File: src/design/flyback_defs.svh
// Purpose: Constants of the flyback start-up and sensing control block
// Assumes: 20 MHz system clock; ADC results arrive as mV, uA and kOhm codes
// Notes:   Times are kept in their own unit; cycle counts derive from CLK_HZ
`ifndef FLYBACK_DEFS_SVH
`define FLYBACK_DEFS_SVH

// System clock rate
`define CLK_HZ          20000000
`define CYC_PER_US      (`CLK_HZ / 1000000)

// Observation windows for the line average
`define WIN50_US        10600
`define WIN60_US        12700
`define WIN50_CYC       (`WIN50_US * `CYC_PER_US)
`define WIN60_CYC       (`WIN60_US * `CYC_PER_US)

// Restart timers
`define RESTART_MS      200
`define FAST_MS         25
`define RESTART_CYC     (`RESTART_MS * 1000 * `CYC_PER_US)
`define FAST_CYC        (`FAST_MS * 1000 * `CYC_PER_US)

// Forced-cycle interval after gate turn-off
`define TREP_NS         52000
`define TREP_CYC        ((`TREP_NS * `CYC_PER_US) / 1000)

// Configuration pin limits in kOhm
`define CFG_MIN_KOHM    8'd27
`define CFG_MAX_KOHM    8'd68

// Line short threshold in mV
`define LINE_SHORT_MV   12'd200

// Feedback current mapping points in uA
`define FB_LOW_UA       10'd210
`define FB_HIGH_UA      10'd610

// Distortion correction ratio, negative below 4/5 of positive
`define EXT_NUM         13'd4
`define EXT_DEN         13'd5

// Reset values
`define EXT_RESET       8'h00
`define CFG_RESET       8'h00

`endif

File: src/design/flyback_pkg.sv
// Purpose: Types shared by the flyback start-up and sensing control block
// Assumes: Constants come from flyback_defs.svh
// Notes:   State codes are written out
package flyback_pkg;

    // Top-level sequencing states
    typedef enum logic [2:0] {
        ST_LOCKOUT    = 3'b000,
        ST_PRE_STRONG = 3'b001,
        ST_PRE_WEAK   = 3'b010,
        ST_PRE_CHECK  = 3'b011,
        ST_SOFTSTART  = 3'b100,
        ST_RUN        = 3'b101,
        ST_RESTART    = 3'b110
    } run_state_e;

    // Line sample in mV
    typedef logic [11:0] line_mv_t;

endpackage

File: src/design/flyback_startup_sense_control.sv
// Purpose: Start-up sequencing, pull-up control and sensing of a flyback controller
// Assumes: All inputs are synchronous to CLK_SYS_I; ADC codes in mV, uA, kOhm
// Notes:   Gate timing beyond turn-on requests is left to the pulse generator
`include "flyback_defs.svh"
`timescale 1ns/1ps
module flyback_startup_sense_control
    import flyback_pkg::*;
#(
    parameter int unsigned WIN50_CYCLES     = `WIN50_CYC,
    parameter int unsigned WIN60_CYCLES     = `WIN60_CYC,
    parameter int unsigned RESTART_CYCLES   = `RESTART_CYC,
    parameter int unsigned FAST_CYCLES      = `FAST_CYC,
    parameter int unsigned SOFTSTART_CYCLES = 20000,
    parameter int unsigned SETTLE_CYCLES    = 20,
    parameter int unsigned BLANK_CYCLES     = 200,
    parameter logic [11:0] BROWNIN_MV       = 12'h384,
    parameter logic [11:0] BROWNOUT_MV      = 12'h320
) (
    // Clock and reset
    input  wire logic        CLK_SYS_I,
    input  wire logic        RST_N_I,
    // Supply comparators
    input  wire logic        SUPPLY_ON_I,
    input  wire logic        SUPPLY_WAKE_I,
    input  wire logic        SUPPLY_BURST_STOP_I,
    // Configuration pin measurement
    input  wire logic [7:0]  CFG_KOHM_I,
    input  wire logic        CFG_VALID_I,
    // Line sense
    input  wire line_mv_t    LINE_MV_I,
    input  wire logic        LINE_VALID_I,
    input  wire logic        LINE_SYNC_I,
    input  wire logic        LINE_60HZ_I,
    input  wire logic        AC_INPUT_I,
    // Start conditions and other protections
    input  wire logic        TEMP_OK_I,
    input  wire logic        PROTECT_I,
    input  wire logic        BURST_MODE_I,
    // Aux crossing sensing
    input  wire logic        AUX_ABOVE_RISE_I,
    input  wire logic        AUX_BELOW_FALL_I,
    input  wire logic        AUX_SIGNAL_OK_I,
    input  wire logic [5:0]  TARGET_VALLEY_I,
    input  wire logic        GATE_OFF_I,
    // Clamp currents
    input  wire logic [9:0]  POS_CLAMP_UA_I,
    input  wire logic [9:0]  NEG_CLAMP_UA_I,
    input  wire logic        CLAMP_VALID_I,
    // Feedback current
    input  wire logic [9:0]  FB_UA_I,
    input  wire logic        FB_RIPPLE_LARGE_I,
    // Sequencing and pull-ups
    output run_state_e       STATE_O,
    output logic             STRONG_PULLUP_O,
    output logic             WEAK_PULLUP_O,
    output logic             CFG_OK_O,
    output logic             FB_ENABLE_O,
    // Gate control
    output logic             GATE_ENABLE_O,
    output logic             GATE_ON_O,
    output logic             LOW_POWER_O,
    // Line results
    output line_mv_t         LINE_AVG_O,
    output logic             SHORT_FAULT_O,
    output logic             BROWNIN_FAULT_O,
    output logic             LINE_SYNC_EN_O,
    // Clamp and correction results
    output logic [10:0]      CLAMP_PP_O,
    output logic [13:0]      EXTENSION_O,
    output logic [7:0]       TURNON_DELAY_O,
    output logic [8:0]       POWER_LEVEL_O
);

    // True in the states that switch the power stage
    function automatic logic switching(input run_state_e s);
        switching = (s == ST_SOFTSTART) || (s == ST_RUN);
    endfunction

    run_state_e  state;
    run_state_e  next_state;
    logic [22:0] tmr;
    logic [7:0]  res_strong;
    logic [7:0]  res_weak;
    logic        avg_seen;
    logic        recharge;
    logic        sync_seen;
    logic        sync_60;
    logic [15:0] blank_cnt;
    logic        short_now;
    logic        aux_high;
    logic        cross_real;
    logic        waiting;
    logic [5:0]  valley_cnt;
    logic [11:0] since;
    logic [11:0] period;
    logic [10:0] rep_cnt;
    logic [7:0]  ext_level;
    logic [5:0]  gain;
    logic        cross_any;
    logic [5:0]  target;
    logic [17:0] win_len;
    line_mv_t    avg;
    logic        avg_valid;
    logic        start_ok;
    logic        tmr_done;
    logic        brownout;

    // Line average over the selected window
    line_window u_line_window (
        .clk_i          (CLK_SYS_I),
        .rst_n_i        (RST_N_I),
        .clear_i        (state == ST_LOCKOUT),
        .win_len_i      (win_len),
        .sample_valid_i (LINE_VALID_I),
        .sample_i       (LINE_MV_I),
        .avg_o          (avg),
        .avg_valid_o    (avg_valid)
    );

    // Window length from the last synced line frequency in ST_RUN, else the 50 Hz window
    always_comb begin
        if (state == ST_RUN && sync_seen && sync_60) begin
            win_len = 18'(WIN60_CYCLES);
        end else begin
            win_len = 18'(WIN50_CYCLES);
        end
    end

    // Last synced line frequency
    always_ff @(posedge CLK_SYS_I or negedge RST_N_I) begin
        if (!RST_N_I) begin
            sync_seen <= 1'b0;
            sync_60   <= 1'b0;
        end else if (LINE_SYNC_I && LINE_SYNC_EN_O) begin
            sync_seen <= 1'b1;
            sync_60   <= LINE_60HZ_I;
        end
    end

    // Start conditions and fault terms
    assign start_ok  = avg_seen && TEMP_OK_I && (LINE_AVG_O >= BROWNIN_MV) && CFG_OK_O
                       && !short_now;
    assign short_now = blank_cnt > 16'(BLANK_CYCLES);
    assign brownout  = avg_valid && (avg < BROWNOUT_MV);
    assign tmr_done  = (tmr == 23'h000000);

    // Sequencing state machine
    always_comb begin
        next_state = state;
        case (state)
            ST_LOCKOUT: begin
                if (SUPPLY_ON_I) begin
                    next_state = ST_PRE_STRONG;
                end
            end
            ST_PRE_STRONG: begin
                if (tmr_done && CFG_VALID_I) begin
                    next_state = ST_PRE_WEAK;
                end
            end
            ST_PRE_WEAK: begin
                if (tmr_done && CFG_VALID_I) begin
                    next_state = ST_PRE_CHECK;
                end
            end
            ST_PRE_CHECK: begin
                if (PROTECT_I) begin
                    next_state = ST_RESTART;
                end else if (start_ok) begin
                    next_state = ST_SOFTSTART;
                end
            end
            ST_SOFTSTART: begin
                if (PROTECT_I || short_now || brownout) begin
                    next_state = ST_RESTART;
                end else if (tmr_done) begin
                    next_state = ST_RUN;
                end
            end
            ST_RUN: begin
                if (PROTECT_I || short_now || brownout) begin
                    next_state = ST_RESTART;
                end
            end
            ST_RESTART: begin
                if (tmr_done && !(short_now && (LINE_AVG_O < BROWNIN_MV))) begin
                    next_state = ST_LOCKOUT;
                end
            end
            default: begin
                next_state = ST_LOCKOUT;
            end
        endcase
    end

    // State register
    always_ff @(posedge CLK_SYS_I or negedge RST_N_I) begin
        if (!RST_N_I) begin
            state <= ST_LOCKOUT;
        end else begin
            state <= next_state;
        end
    end

    // Shared down-counting timer, loaded on each state entry
    always_ff @(posedge CLK_SYS_I or negedge RST_N_I) begin
        if (!RST_N_I) begin
            tmr <= 23'h000000;
        end else if (next_state != state) begin
            case (next_state)
                ST_PRE_STRONG: tmr <= 23'(SETTLE_CYCLES);
                ST_PRE_WEAK:   tmr <= 23'(SETTLE_CYCLES);
                ST_SOFTSTART:  tmr <= 23'(SOFTSTART_CYCLES);
                ST_RESTART:    tmr <= 23'(RESTART_CYCLES);
                default:       tmr <= 23'h000000;
            endcase
        end else if (state == ST_RESTART && tmr_done) begin
            tmr <= 23'(FAST_CYCLES);
        end else if (!tmr_done) begin
            tmr <= tmr - 23'h000001;
        end
    end

    // Resistance readings with each pull-up
    always_ff @(posedge CLK_SYS_I or negedge RST_N_I) begin
        if (!RST_N_I) begin
            res_strong <= `CFG_RESET;
            res_weak   <= `CFG_RESET;
        end else if (tmr_done && CFG_VALID_I) begin
            if (state == ST_PRE_STRONG) begin
                res_strong <= CFG_KOHM_I;
            end
            if (state == ST_PRE_WEAK) begin
                res_weak <= CFG_KOHM_I;
            end
        end
    end

    // Supply recharge during burst pause
    always_ff @(posedge CLK_SYS_I or negedge RST_N_I) begin
        if (!RST_N_I) begin
            recharge <= 1'b0;
        end else if (state != ST_RUN || !BURST_MODE_I || SUPPLY_BURST_STOP_I) begin
            recharge <= 1'b0;
        end else if (SUPPLY_WAKE_I) begin
            recharge <= 1'b1;
        end
    end

    // Pull-up drive and sequencing outputs
    always_ff @(posedge CLK_SYS_I or negedge RST_N_I) begin
        if (!RST_N_I) begin
            STATE_O         <= ST_LOCKOUT;
            STRONG_PULLUP_O <= 1'b0;
            WEAK_PULLUP_O   <= 1'b0;
            GATE_ENABLE_O   <= 1'b0;
            LOW_POWER_O     <= 1'b1;
        end else begin
            STATE_O         <= next_state;
            STRONG_PULLUP_O <= (next_state == ST_PRE_STRONG)
                               || (switching(next_state)
                                   && !(next_state == ST_RUN && BURST_MODE_I
                                        && (recharge || SUPPLY_WAKE_I)));
            WEAK_PULLUP_O   <= (next_state == ST_PRE_WEAK);
            GATE_ENABLE_O   <= switching(next_state);
            LOW_POWER_O     <= (next_state == ST_RESTART) || (next_state == ST_LOCKOUT);
        end
    end

    // Configuration checks
    always_ff @(posedge CLK_SYS_I or negedge RST_N_I) begin
        if (!RST_N_I) begin
            CFG_OK_O    <= 1'b0;
            FB_ENABLE_O <= 1'b0;
        end else begin
            CFG_OK_O    <= (res_weak <= `CFG_MAX_KOHM);
            FB_ENABLE_O <= (next_state == ST_RUN) && (res_strong >= `CFG_MIN_KOHM);
        end
    end

    // Latest line average
    always_ff @(posedge CLK_SYS_I or negedge RST_N_I) begin
        if (!RST_N_I) begin
            LINE_AVG_O <= 12'h000;
            avg_seen   <= 1'b0;
        end else if (state == ST_LOCKOUT) begin
            avg_seen <= 1'b0;
        end else if (avg_valid) begin
            LINE_AVG_O <= avg;
            avg_seen   <= 1'b1;
        end
    end

    // Blanking of low line samples
    always_ff @(posedge CLK_SYS_I or negedge RST_N_I) begin
        if (!RST_N_I) begin
            blank_cnt <= 16'h0000;
        end else if (LINE_VALID_I) begin
            if (LINE_MV_I >= `LINE_SHORT_MV) begin
                blank_cnt <= 16'h0000;
            end else if (blank_cnt != 16'hFFFF) begin
                blank_cnt <= blank_cnt + 16'h0001;
            end
        end else if (blank_cnt != 16'h0000 && blank_cnt != 16'hFFFF) begin
            blank_cnt <= blank_cnt + 16'h0001;
        end
    end

    // Short and brownin fault flags
    always_ff @(posedge CLK_SYS_I or negedge RST_N_I) begin
        if (!RST_N_I) begin
            SHORT_FAULT_O   <= 1'b0;
            BROWNIN_FAULT_O <= 1'b0;
        end else if (next_state == ST_SOFTSTART) begin
            SHORT_FAULT_O   <= 1'b0;
            BROWNIN_FAULT_O <= 1'b0;
        end else if (switching(state) && short_now) begin
            SHORT_FAULT_O <= 1'b1;
        end else if (state == ST_RESTART && tmr_done && short_now
                     && (LINE_AVG_O < BROWNIN_MV)) begin
            SHORT_FAULT_O   <= 1'b0;
            BROWNIN_FAULT_O <= 1'b1;
        end
    end

    // Crossing detector with hysteresis
    always_ff @(posedge CLK_SYS_I or negedge RST_N_I) begin
        if (!RST_N_I) begin
            aux_high   <= 1'b0;
            cross_real <= 1'b0;
        end else begin
            cross_real <= aux_high && AUX_BELOW_FALL_I;
            if (AUX_ABOVE_RISE_I) begin
                aux_high <= 1'b1;
            end else if (AUX_BELOW_FALL_I) begin
                aux_high <= 1'b0;
            end
        end
    end

    // Real or extrapolated crossing
    assign cross_any = waiting && (cross_real
                       || (valley_cnt >= 6'h02 && since >= period));
    assign target    = (TARGET_VALLEY_I == 6'h00) ? 6'h01 : TARGET_VALLEY_I;

    // Valley counting, ring period and forced cycles
    always_ff @(posedge CLK_SYS_I or negedge RST_N_I) begin
        if (!RST_N_I) begin
            waiting    <= 1'b0;
            valley_cnt <= 6'h00;
            since      <= 12'h000;
            period     <= 12'hFFF;
            rep_cnt    <= 11'h000;
            GATE_ON_O  <= 1'b0;
        end else begin
            GATE_ON_O <= 1'b0;
            if (!GATE_ENABLE_O) begin
                waiting <= 1'b0;
            end else if (GATE_OFF_I) begin
                waiting    <= 1'b1;
                valley_cnt <= 6'h00;
                since      <= 12'h000;
                period     <= 12'hFFF;
                rep_cnt    <= 11'h000;
            end else if (waiting) begin
                rep_cnt <= rep_cnt + 11'h001;
                if (since != 12'hFFF) begin
                    since <= since + 12'h001;
                end
                if (!AUX_SIGNAL_OK_I && rep_cnt >= 11'(`TREP_CYC - 1)) begin
                    GATE_ON_O <= 1'b1;
                    waiting   <= 1'b0;
                end else if (cross_any) begin
                    valley_cnt <= valley_cnt + 6'h01;
                    since      <= 12'h000;
                    if (cross_real && valley_cnt != 6'h00) begin
                        period <= since;
                    end
                    if (valley_cnt + 6'h01 >= target) begin
                        GATE_ON_O <= 1'b1;
                        waiting   <= 1'b0;
                    end
                end
            end
        end
    end

    // Clamp sum and distortion correction level
    always_ff @(posedge CLK_SYS_I or negedge RST_N_I) begin
        if (!RST_N_I) begin
            CLAMP_PP_O <= 11'h000;
            ext_level  <= `EXT_RESET;
        end else if (CLAMP_VALID_I) begin
            CLAMP_PP_O <= {1'b0, POS_CLAMP_UA_I} + {1'b0, NEG_CLAMP_UA_I};
            if (`EXT_DEN * {3'b000, NEG_CLAMP_UA_I} < `EXT_NUM * {3'b000, POS_CLAMP_UA_I}) begin
                if (ext_level != 8'hFF) begin
                    ext_level <= ext_level + 8'h01;
                end
            end else if (ext_level != 8'h00) begin
                ext_level <= ext_level - 8'h01;
            end
        end
    end

    // Gain from the weak-pull-up reading
    always_comb begin
        if (res_weak <= `CFG_MIN_KOHM) begin
            gain = 6'h00;
        end else if (res_weak >= `CFG_MAX_KOHM) begin
            gain = 6'(`CFG_MAX_KOHM - `CFG_MIN_KOHM);
        end else begin
            gain = 6'(res_weak - `CFG_MIN_KOHM);
        end
    end

    // Extension, turn-on delay, power mapping and sync enable
    always_ff @(posedge CLK_SYS_I or negedge RST_N_I) begin
        if (!RST_N_I) begin
            EXTENSION_O    <= 14'h0000;
            TURNON_DELAY_O <= 8'h00;
            POWER_LEVEL_O  <= 9'h000;
            LINE_SYNC_EN_O <= 1'b0;
        end else begin
            EXTENSION_O    <= 14'(ext_level * gain);
            TURNON_DELAY_O <= {2'b00, gain} + {2'b00, ext_level[7:2]};
            if (FB_UA_I <= `FB_LOW_UA) begin
                POWER_LEVEL_O <= 9'(`FB_HIGH_UA - `FB_LOW_UA);
            end else if (FB_UA_I >= `FB_HIGH_UA) begin
                POWER_LEVEL_O <= 9'h000;
            end else begin
                POWER_LEVEL_O <= 9'(`FB_HIGH_UA - FB_UA_I);
            end
            LINE_SYNC_EN_O <= (state == ST_RUN) && !BURST_MODE_I && AC_INPUT_I
                              && FB_RIPPLE_LARGE_I;
        end
    end

endmodule // flyback_startup_sense_control

File: src/design/line_window.sv
// Purpose: Midpoint of highest and lowest line samples over one window
// Assumes: Window length in cycles is held steady by the caller
// Notes:   A clear restarts the window and drops the extrema
`timescale 1ns/1ps
module line_window
    import flyback_pkg::*;
(
    // Clock and reset
    input  wire logic        clk_i,
    input  wire logic        rst_n_i,
    // Control
    input  wire logic        clear_i,
    input  wire logic [17:0] win_len_i,
    // Samples
    input  wire logic        sample_valid_i,
    input  wire line_mv_t    sample_i,
    // Result
    output line_mv_t         avg_o,
    output logic             avg_valid_o
);

    logic [17:0] win_cnt;
    line_mv_t    hi;
    line_mv_t    lo;
    logic        seen;
    logic [12:0] sum;

    assign sum = {1'b0, hi} + {1'b0, lo};

    // Window counter and extrema tracking
    always_ff @(posedge clk_i or negedge rst_n_i) begin
        if (!rst_n_i) begin
            win_cnt     <= 18'h00000;
            hi          <= 12'h000;
            lo          <= 12'hFFF;
            seen        <= 1'b0;
            avg_o       <= 12'h000;
            avg_valid_o <= 1'b0;
        end else begin
            avg_valid_o <= 1'b0;
            if (clear_i) begin
                win_cnt <= 18'h00000;
                hi      <= 12'h000;
                lo      <= 12'hFFF;
                seen    <= 1'b0;
            end else if (win_cnt >= win_len_i - 18'h00001) begin
                win_cnt <= 18'h00000;
                hi      <= 12'h000;
                lo      <= 12'hFFF;
                seen    <= 1'b0;
                if (seen) begin
                    avg_o       <= sum[12:1];
                    avg_valid_o <= 1'b1;
                end
            end else begin
                win_cnt <= win_cnt + 18'h00001;
                if (sample_valid_i) begin
                    seen <= 1'b1;
                    if (sample_i > hi) begin
                        hi <= sample_i;
                    end
                    if (sample_i < lo) begin
                        lo <= sample_i;
                    end
                end
            end
        end
    end

endmodule // line_window

File: config.mk
export PLATFORM = sky130hd
export DESIGN_NAME = flyback_startup_sense_control
export DESIGN_NICKNAME = d
export VERILOG_FILES = /design/src/design/flyback_pkg.sv /design/src/design/flyback_startup_sense_control.sv /design/src/design/line_window.sv
export VERILOG_INCLUDE_DIRS = /design/src /design/src/design
export SDC_FILE = /design/constraint.sdc
export NUM_CORES = 1
export LEC_CHECK = 0
export BUFFER_PORTS_ARGS = -buffer_cell sky130_fd_sc_hd__buf_2
export CORE_MARGIN = 2
export CORE_UTILIZATION = 50
export CTS_BUF_LIST = sky130_fd_sc_hd__clkbuf_2 sky130_fd_sc_hd__clkbuf_4 sky130_fd_sc_hd__clkbuf_8
export CTS_CLUSTER_DIAMETER = 200
export CTS_CLUSTER_SIZE = 16
export DETAILED_ROUTE_END_ITERATION = 10
export PLACE_DENSITY = 0.67
export SYNTH_ARGS = -nofsm -noshare
export SYNTH_HDL_FRONTEND = slang
export SYNTH_SLANG_ARGS = --single-unit
File: constraint.sdc
create_clock -name CLK_SYS_I -period 5.5 [get_ports CLK_SYS_I]
set_input_delay 0.275 -clock CLK_SYS_I [delete_from_list [all_inputs] [get_ports CLK_SYS_I]]
set_output_delay 0.275 -clock CLK_SYS_I [all_outputs]
set_load 0.005 [all_outputs]
# --- Word-level counts from Yosys, hierarchy flattened ---
# Cells that the tools add are included.
op_classes:
  n_addsub: 14
  n_mul: 2
  magnitude_cmp: 19
  eq_ne: 21
  mux: 83
  bitwise: 1
  reduce_logical: 76
op_table:
  columns: ["cell", "count"]
  rows:
  - ["2-to-1 mux 12 bit", 18]
  - ["2-to-1 mux 16 bit", 5]
  - ["2-to-1 mux 23 bit", 3]
  - ["one-hot mux 22 bit (3 select lines)", 1]
  - ["2-to-1 mux 6 bit", 7]
  - ["2-to-1 mux 18 bit", 2]
  - ["2-to-1 mux 1 bit", 30]
  - ["logical AND 1 bit", 28]
  - ["2-to-1 mux 3 bit", 9]
  - ["less-than comparator 12 x 10 -> 1 bit (second input constant)", 2]
  - ["2-to-1 mux 8 bit", 3]
  - ["logical NOT 23 bit", 1]
  - ["subtractor 23 x 1 -> 23 bit (second input constant)", 1]
  - ["2-to-1 mux 11 bit", 2]
  - ["one-hot mux 3 bit (7 select lines)", 1]
  - ["adder 18 x 1 -> 18 bit (second input constant)", 1]
  - ["== test 3 bit (second input constant)", 6]
  - ["greater-or-equal comparator 18 bit", 1]
  - ["2-to-1 mux 9 bit", 2]
  - ["nonzero test 2 bit", 9]
  - ["subtractor 17 x 2 -> 18 bit (second input constant)", 1]
  - ["adder 16 x 1 -> 16 bit (second input constant)", 1]
  - ["> comparator 16 x 8 -> 1 bit (second input constant)", 1]
  - ["!= test 16 bit (second input constant)", 1]
  - ["50 further kinds", 80]
word_totals:
  reg_bits: 233
  input_bits: 75
  output_inout_bits: 67
  elab_cells: 254

# --- Depth between registers and ports, before layout ---
# Gate-level depths: netlist of run 1.
logic_depth:
  ltp_word: 13
  ltp_mapped: 23
  mapped_depth_nobuf: 23

# --- Cells and area by module ---
# A second synthesis of run 1 with hierarchy kept.
unflattened:
  cells_unflattened: 1656
  area_unflattened_um2: 15836.4
by_module_without_submodules:
  columns: ["mod", "instances", "cells_each", "area_each_um2"]
  rows:
  - ["flyback_startup_sense_control", 1, 1200, 11548.6]
  - ["line_window", 1, 456, 4287.9]

# --- Worst setup path before layout of run 1 ---
# No wires, ideal clock.
synth_path:
  path_type: "register to register"
  start: "reg res_weak[3]"
  end: "reg EXTENSION_O[12]"
  setup_ps: 131
  arrival_ps: 4625
  setup_slack_ps: 744
  path_stages_with_launch: 21
  cell_sequence: "dfrtp_1 -> nor3_1 -> nand2_1 -> a21oi_1 -> nand2b_1 -> nor2_1 -> ha_1 -> fa_1 -> ha_1 -> inv_1 -> fa_1 -> inv_1 -> ha_1 -> a21o_1 -> a21oi_1 -> o21ai_0 -> a21oi_1 -> o21ai_0 -> a21oi_1 -> nor4bb_1 -> or3_1"
synth_via:
  elab_chain_len: 4
synth_lines:
  columns: ["element", "line_no", "rtl"]
  rows:
  - ["from (decl)", "flyback_startup_sense_control.sv:83", "logic [7:0] res_weak;"]
  - ["from (signal assigned)", "flyback_startup_sense_control.sv:228", "res_weak <= `CFG_RESET;"]
  - ["greater-or-equal comparator 8 x 7 -> 1 bit (no line) / subtractor 6 x 5 -> 6 bit (equally long branches)", null, null]
  - ["2-to-1 mux 6 bit", "flyback_startup_sense_control.sv:409", "end else if (res_weak >= `CFG_MAX_KOHM) begin"]
  - ["2-to-1 mux 6 bit (*)", "flyback_startup_sense_control.sv:407", "if (res_weak <= `CFG_MIN_KOHM) begin"]
  - ["multiplier 8 x 6 -> 14 bit (*)", "flyback_startup_sense_control.sv:424", "EXTENSION_O <= 14'(ext_level * gain);"]
  - ["to (signal assigned)", "flyback_startup_sense_control.sv:424", null]
  - ["to (decl)", "flyback_startup_sense_control.sv:69", "output logic [13:0] EXTENSION_O,"]
# Every way passes the cells marked *; elsewhere a longest branch is shown, timed or not.
# A chain may end at the register's enable or synchronous reset.

# --- Worst setup path in the final report of run 1 ---
# Ends and elaborated chain as after synthesis.

==> flow_summary_export.csv, run 1 <==
group,metric,value,unit
finish,final_layout_size_suffix_gt1_frac,0.161,
power_and_ir_drop,comb_power_share,0.419,
clock_network,htreeDepth,1,
synthesis,yosysUniqueCellTypes,92,
power_and_ir_drop,intPower,3.78,mW
synthesis,synth.yosys.warnings,0,
grt,grt_pass1_vias,11600,
power_and_ir_drop,p_sw_frac,0.391,
drt,dr_wl_met3,1.31,mm
drt,num_vias,11700,
setup_path,cp_cell_sequence,"nor3_1, nand2_1, a21oi_2, nand2b_2, nor2_4, ha_1, fa_1, ha_1, inv_1, fa_1, inv_1, ha_1, a21o_1, a21oi_1, o21ai_0, a21oi_1, o21ai_0, a21oi_1, nor4bb_1, or3_1",
synthesis,syn_inst,1586,
timing,hold_viol,0,
timing,fmax,201,MHz
timing,setup_viol,0,
drt,met1Wirelength,15.4,mm
finish,layout_commonest_cell,"dfrtp_1",
grt,gr-total-overflow,0,
drt,wl_per_cell,15.3,um
clock_network,postCtsSetupBuffers,0,
setup_path,cp.required,5.92,ns
finish,area_growth_syn_to_layout,11.7,%
drt,dr.first_iter.drc_count,713,
drt,drtAntennaViolNets,0,
synthesis,synthAdderAreaFrac,0.156,
min_path,hp-class,"input pin to flip-flop",
synthesis,synth_top_family_by_area,"simple AND/OR/NAND/NOR gates",
synthesis,synth-edff-count,0,
run_status,status,"finished, final reports clean",
power_and_ir_drop,peakVddDrop,0.246,mV
clock_network,worstSkewPairLatency,0.55,ns
power_and_ir_drop,power.total,6.21,mW
finish,multi_input_area,0.00864,mm2
setup_path,crit_slowest_cell,"fa_1",
drt,viasPerCell,5.45,
grt,grt_max_degree,115,
finish,layout_common_cells,"dfrtp_1 (208), nor2_1 (154), ha_1 (141)",
placement,place_hpwl,24.6,mm
synthesis,synth.top_cells.by_area,"dfrtp_1 (34%), ha_1 (12%), dfstp_2 (4.3%)",
power_and_ir_drop,power.net_switching,2.43,mW
floorplan,start_util,0.509,
grt,grt_pass1_wl,55.7,mm
placement,place_ws,0.109,ns
finish,final_nets,1990,
synthesis,synth_seq_cells,233,
grt,grt_usage,0.212,
synthesis,synth_compound_area_frac,0.133,
floorplan,chipHeight,178,um
synthesis,synth_flop_cell,"dfrtp_1",
power_and_ir_drop,leakage,8.38,nW
finish,fill_cells,2687,
setup_path,arrival,5.41,ns
clock_network,path_clk_slew,0.11,ns
timing,skew,0.0299,ns
synthesis,synth_area_per_cell,9.54,um2
grt,antenna_found_initial,4,
clock_network,clk_path_buf_depth,3,
timing,final.period_utilization,0.907,
synthesis,yosysTopAreaCellShare,0.344,
setup_path,crit_fanout,9,
clock_network,cts_tree,"yes",
power_and_ir_drop,p_clk_frac,0.157,
power_and_ir_drop,p_per_area,367,mW/mm2
timing,rsz0062_at_grt,"no",
floorplan,die_w,178,um
clock_network,clock_sinks,233,
setup_path,criticalPathCategory,"flip-flop to flip-flop",
placement,portBuffers,140,
finish,fin_area,0.0169,mm2
synthesis,muxShareOfSynthArea,0.0388,
synthesis,synth_area,0.0151,mm2
synthesis,synth_top_cell_by_area,"dfrtp_1",
finish,seqCellArea,0.00586,mm2
synthesis,synthArstFlopShare,1.00,
floorplan,fp-row-count,63,
drt,wirelength,32.8,mm
timing,setup_slack,0.512,ns
floorplan,num_io_pins,142,
placement,placedInstanceArea,0.0162,mm2
drt,drc,0,
synthesis,synthSimpleGateAreaFrac,0.178,
setup_path,start_kind,"flip-flop",
clock_network,cts_made_buffers,18,
timing,timing.max_slew.rel_slack,0.186,
synthesis,syn-num-nets,1832,
setup_path,endpoint_kind,"flip-flop",
power_and_ir_drop,seqPwrFrac,0.424,
floorplan,fp.coreArea,0.0297,mm2
drt,top_layer,"met5",
synthesis,seq_area_frac_synth,0.387,
setup_path,crit_path_max_incr_delay,0.58,ns
drt,firstDrtPassIters,5,
job,max_cap_viol_count,0,
synthesis,synth-xor-area-share,0.0607,
timing,worstMarginPinSlew,1.21,ns
clock_network,cts_root_buffer,"clkbuf_8",
timing,fin_setup_tns,0,ns
timing,finalCriticalPeriod,4.99,ns
placement,gp_congestion,0.862,
floorplan,die_area,0.0317,mm2
timing,maxSlewViolCount,0,
drt,met2_length,15.6,mm
## final timing paths
check | depth (start not counted) | from | slack [ns] | to
worst max register to register | 20 | res_weak[3] | 0.51 | EXTENSION_O[12]
min in group asynchronous | 2 | RST_N_I | 0.35 | rep_cnt[8]
max in group asynchronous | 3 | RST_N_I | 3.77 | CLAMP_PP_O[8]
worst min register to register | 1 | u_line_window.win_cnt[0] | 0.46 | u_line_window.win_cnt[0]
worst min-delay path | 3 | LINE_MV_I[8] | 0.03 | u_line_window.lo[8]
worst max-delay path | 20 | res_weak[3] | 0.51 | EXTENSION_O[12]
## logic make-up after synthesis
family / count (synthesis)
AND/OR/NAND/NOR: 544
AO/OA/AOI/OAI: 306
flip-flops: 233
buffers and inverters: 172
adder cells (fa/ha/maj): 171
XOR/XNOR: 105
multiplexers: 54
other: 1
## layout make-up
type                    instances  share of cell area
well taps                     390              0.0289
diodes                          3            0.000444
repair buffers                177              0.0627
clock inverters                 2             0.00104
multi-input cells            1181               0.511
inverters                     133              0.0295
clock buffers                  30              0.0200
flip-flops and latches        233               0.347
## synth_stat cells, types with 6 or more instances
cell type and n:
o31ai_1 6, inv_1 132, a211oi_1 7, nand4_1 12
nor3b_1 6, clkbuf_1 29, o21bai_1 6, o211ai_1 8
dfrtp_1 208, xor2_1 45, o21ai_1 7, o21a_1 18
nor3_1 31, nor2_1 157, mux2i_1 17, nand3_1 61
nand2b_1 9, and3_1 16, dfstp_2 25, nand2_1 130
fa_1 30, ha_1 141, xnor2_1 60, nor2b_1 13
or2_2 7, nor4_1 12, o221ai_1 6, and2_1 41
or4_1 10, or3_1 11, mux2_2 37, o21ai_0 74
a31oi_1 9, a21oi_1 78, a21o_1 27
## state kept, by name, indices dropped and copies added (netlist names), 3 cells and up
register,cells
res_weak,8
valley_cnt,6
ext_level,8
STATE_O,3
rep_cnt,11
u_line_window.win_cnt,18
period,12
TURNON_DELAY_O,7
POWER_LEVEL_O,9
tmr,23
u_line_window.avg_o,12
u_line_window.hi,12
res_strong,8
CLAMP_PP_O,11
blank_cnt,16
EXTENSION_O,14
since,12
LINE_AVG_O,12
u_line_window.lo,12
## worst max-delay path, delay by kind of cell (launching register included)
kind                     cells  cell delay (ns)
buffers and inverters        2             0.11
adder cells (fa/ha/maj)      5             1.85
flip-flops                   1             0.44
AND/OR/NAND/NOR              6             1.17
AO/OA/AOI/OAI                7             1.31
## stage by stage
step,hold WS (ns),utilization,cells
after floorplan,-0.0206,-,1586
after global placement,0.425,0.546,2085
after detailed placement,0.419,0.546,2085
after CTS,0.00457,0.568,2146
after global routing,0.0383,0.569,2149
final,0.0320,0.569,2149
## per-layer routing
layer | global-route usage | up-vias
met5 | 0 | -
met4 | 0.0427 | 2
met3 | 0.0294 | 34
met2 | 0.357 | 186
met1 | 0.292 | 5664
li1 | - | 5832
## what timing repair did
action | in CTS | in global routing
endpoints found under the setup margin | 0 | 3
hold buffers | 29 | 0
resized for setup | 0 | 12
endpoints found under the hold margin | 127 | 0
## power groups by stage
stage	sequential, mW	clock, mW	combinational, mW
2_1_floorplan	2.51	0	2.05
3_3_place_gp	2.64	0	2.51
3_5_place_dp	2.65	0	2.60
4_1_cts	2.63	1.01	2.62
5_1_grt	2.70	1.08	2.98
6_report	2.63	0.975	2.60
No activity file was read; power rests on OpenSTA's default activity.
==> run 2: changes to the inputs <==
--- a/config.mk
+++ b/config.mk
@@ -13,7 +13,8 @@
 export CTS_CLUSTER_DIAMETER = 200
 export CTS_CLUSTER_SIZE = 16
 export DETAILED_ROUTE_END_ITERATION = 10
-export PLACE_DENSITY = 0.67
+export PLACE_DENSITY = 0.77
 export SYNTH_ARGS = -nofsm -noshare
 export SYNTH_HDL_FRONTEND = slang
 export SYNTH_SLANG_ARGS = --single-unit
+export TNS_END_PERCENT = 1
==> run 2 against run 1 <==
Flip-flop and latch count is the same. Die area unchanged. Combinational power rose by 2%. Count of clock-buffer cells in the layout is the same. Cell area about the same. Wire length increased by 3.2%. Register-to-register slack worse by 0.10 ns. Sequential share of layout area about the same. Via count up 1.9%. Critical path depth rose by 1.
==> flow_summary_export.csv, run 2 (synthesized netlist as in run 1, its figures left out) <==
group,metric,value,unit
floorplan,die_area,0.0317,mm2
power_and_ir_drop,leakage,8.39,nW
setup_path,arrival,5.49,ns
job,max_cap_viol_count,0,
clock_network,cts_root_buffer,"clkbuf_8",
grt,gr-total-overflow,0,
timing,finalCriticalPeriod,5.09,ns
clock_network,postCtsSetupBuffers,0,
clock_network,clk_path_buf_depth,3,
drt,num_vias,11900,
finish,largest_reg_flops,23,
finish,top_regs,"tmr x23, u_line_window.win_cnt x18, blank_cnt x16",
setup_path,crit_slowest_cell,"fa_1",
clock_network,clock_sinks,233,
clock_network,path_clk_slew,0.10,ns
placement,place_hpwl,25.2,mm
grt,grt_pass1_wl,56.8,mm
timing,maxSlewViolCount,0,
clock_network,cts_tree,"yes",
setup_path,crit_path_max_incr_delay,0.59,ns
placement,gp_congestion,0.887,
floorplan,num_io_pins,142,
placement,portBuffers,140,
setup_path,criticalPathCategory,"flip-flop to flip-flop",
drt,firstDrtPassIters,6,
timing,fin_setup_tns,0,ns
grt,grt_max_degree,136,
setup_path,cp.required,5.90,ns
floorplan,fp.coreArea,0.0297,mm2
floorplan,fp-row-count,63,
timing,hold_viol,0,
placement,placed_cells,2087,
floorplan,chipHeight,178,um
power_and_ir_drop,peakVddDrop,0.189,mV
finish,final_util,0.570,
timing,timing.max_slew.rel_slack,0.0755,
grt,antenna_found_initial,4,
finish,final_nets,1993,
min_path,hp-class,"input pin to flip-flop",
setup_path,start_kind,"flip-flop",
power_and_ir_drop,power.total,6.27,mW
clock_network,worstSkewPairLatency,0.55,ns
grt,grt_pass1_vias,12000,
floorplan,die_w,178,um
drt,wirelength,33.9,mm
finish,layout_common_cells,"dfrtp_1 (208), nor2_1 (155), ha_1 (141)",
clock_network,cts_made_buffers,18,
timing,final.period_utilization,0.925,
timing,setup_slack,0.412,ns
drt,dr.first_iter.drc_count,665,
finish,layout.cells.non_filler,2154,
clock_network,htreeDepth,1,
power_and_ir_drop,p_per_area,370,mW/mm2
finish,layout_commonest_cell,"dfrtp_1",
setup_path,crit_fanout,9,
timing,rsz0062_at_grt,"no",
finish,final_layout_size_suffix_gt1_frac,0.160,
timing,skew,0.0412,ns
drt,drc,0,
drt,drtAntennaViolNets,0,
floorplan,start_util,0.509,
placement,place_ws,0.152,ns
setup_path,reg2reg_slack,0.41,ns
setup_path,cp_cell_sequence,"nor3_1, nand2_1, a21oi_2, nand2b_1, nor2_1, buf_4, ha_1, fa_1, ha_1, inv_1, fa_1, inv_1, ha_1, a21o_1, a21oi_1, o21ai_0, a21oi_1, o21ai_0, a21oi_1, nor4bb_1, or3_1",
finish,fill_cells,2574,
setup_path,endpoint_kind,"flip-flop",
grt,grt_usage,0.216,
timing,worstMarginPinSlew,1.38,ns
run_status,status,"finished, final reports clean",
timing,setup_viol,0,
timing,fmax,197,MHz
drt,wl_per_cell,15.7,um
finish,top_register,"tmr",
finish,area_growth_syn_to_layout,11.8,%
drt,viasPerCell,5.54,
run 2: cell types whose count changed in the layout (fill, tap and decap cells not counted), sizes merged:
cell / before / now
buf: 148 / 150
dlygate4sd3: 29 / 30
diode: 3 / 5
run 2: final timing paths:
path | start | cells after the start | end
max | res_weak[3] | 21 | EXTENSION_O[12]
min | LINE_MV_I[8] | 3 | u_line_window.lo[8]
max reg2reg | res_weak[3] | 21 | EXTENSION_O[12]
min reg2reg | res_strong[0] | 2 | res_strong[0]
max in group asynchronous | RST_N_I | 3 | CLAMP_PP_O[10]
min in group asynchronous | RST_N_I | 2 | rep_cnt[8]
run 2: routing by layer:
layer  GRT usage  up-vias  share of wire  wire length (um)
li1            -     5839              -                 -
met1       0.280     5782           0.45             15100
met2       0.379      259           0.49             16500
met3      0.0303       57          0.046              1570
met4      0.0570        0          0.021               700
met5           0        -              0                 0
run 2: timing repair:
item	4_1_cts	5_1_grt
resized for setup	0	6
hold endpoints to repair	151	0
hold buffers	30	0
setup endpoints to repair	0	3
run 2: stage by stage:
stage	cell area, um2	hold WS [ns]
after floorplan	15100	-0.0206
after global routing	16900	0.0163
final	16900	0.0333
after detailed placement	16200	0.446
after CTS	16900	0.000771
after global placement	16200	0.437
run 2: area by class of cell:
| class | instances | area [um2] | share of cell area |
|---|---|---|---|
| Antenna cell | 5 | 12.5 | 0.000739 |
| Clock buffer | 30 | 338 | 0.0200 |
| Clock inverter | 2 | 17.5 | 0.00103 |
| Inverter | 133 | 499 | 0.0295 |
| Multi-Input combinational cell | 1181 | 8620 | 0.509 |
| Sequential cell | 233 | 5860 | 0.346 |
| Tap cell | 390 | 488 | 0.0288 |
| Timing Repair Buffer | 180 | 1090 | 0.0642 |
run 2: worst max-delay path: cells and delay by family (launching register included):
family          cells  cell delay (ns)
flops               1             0.43
compound gates      7             1.29
fa+ha+maj           5             1.81
simple gates        6             1.15
buf+inv             3             0.28
run 2: power breakdown:
group	total, mW	switching [mW]	internal [mW]
Combinational	2.65	1.43	1.22
Sequential	2.64	0.460	2.18
Clock	0.978	0.581	0.396
Total	6.27	2.47	3.79
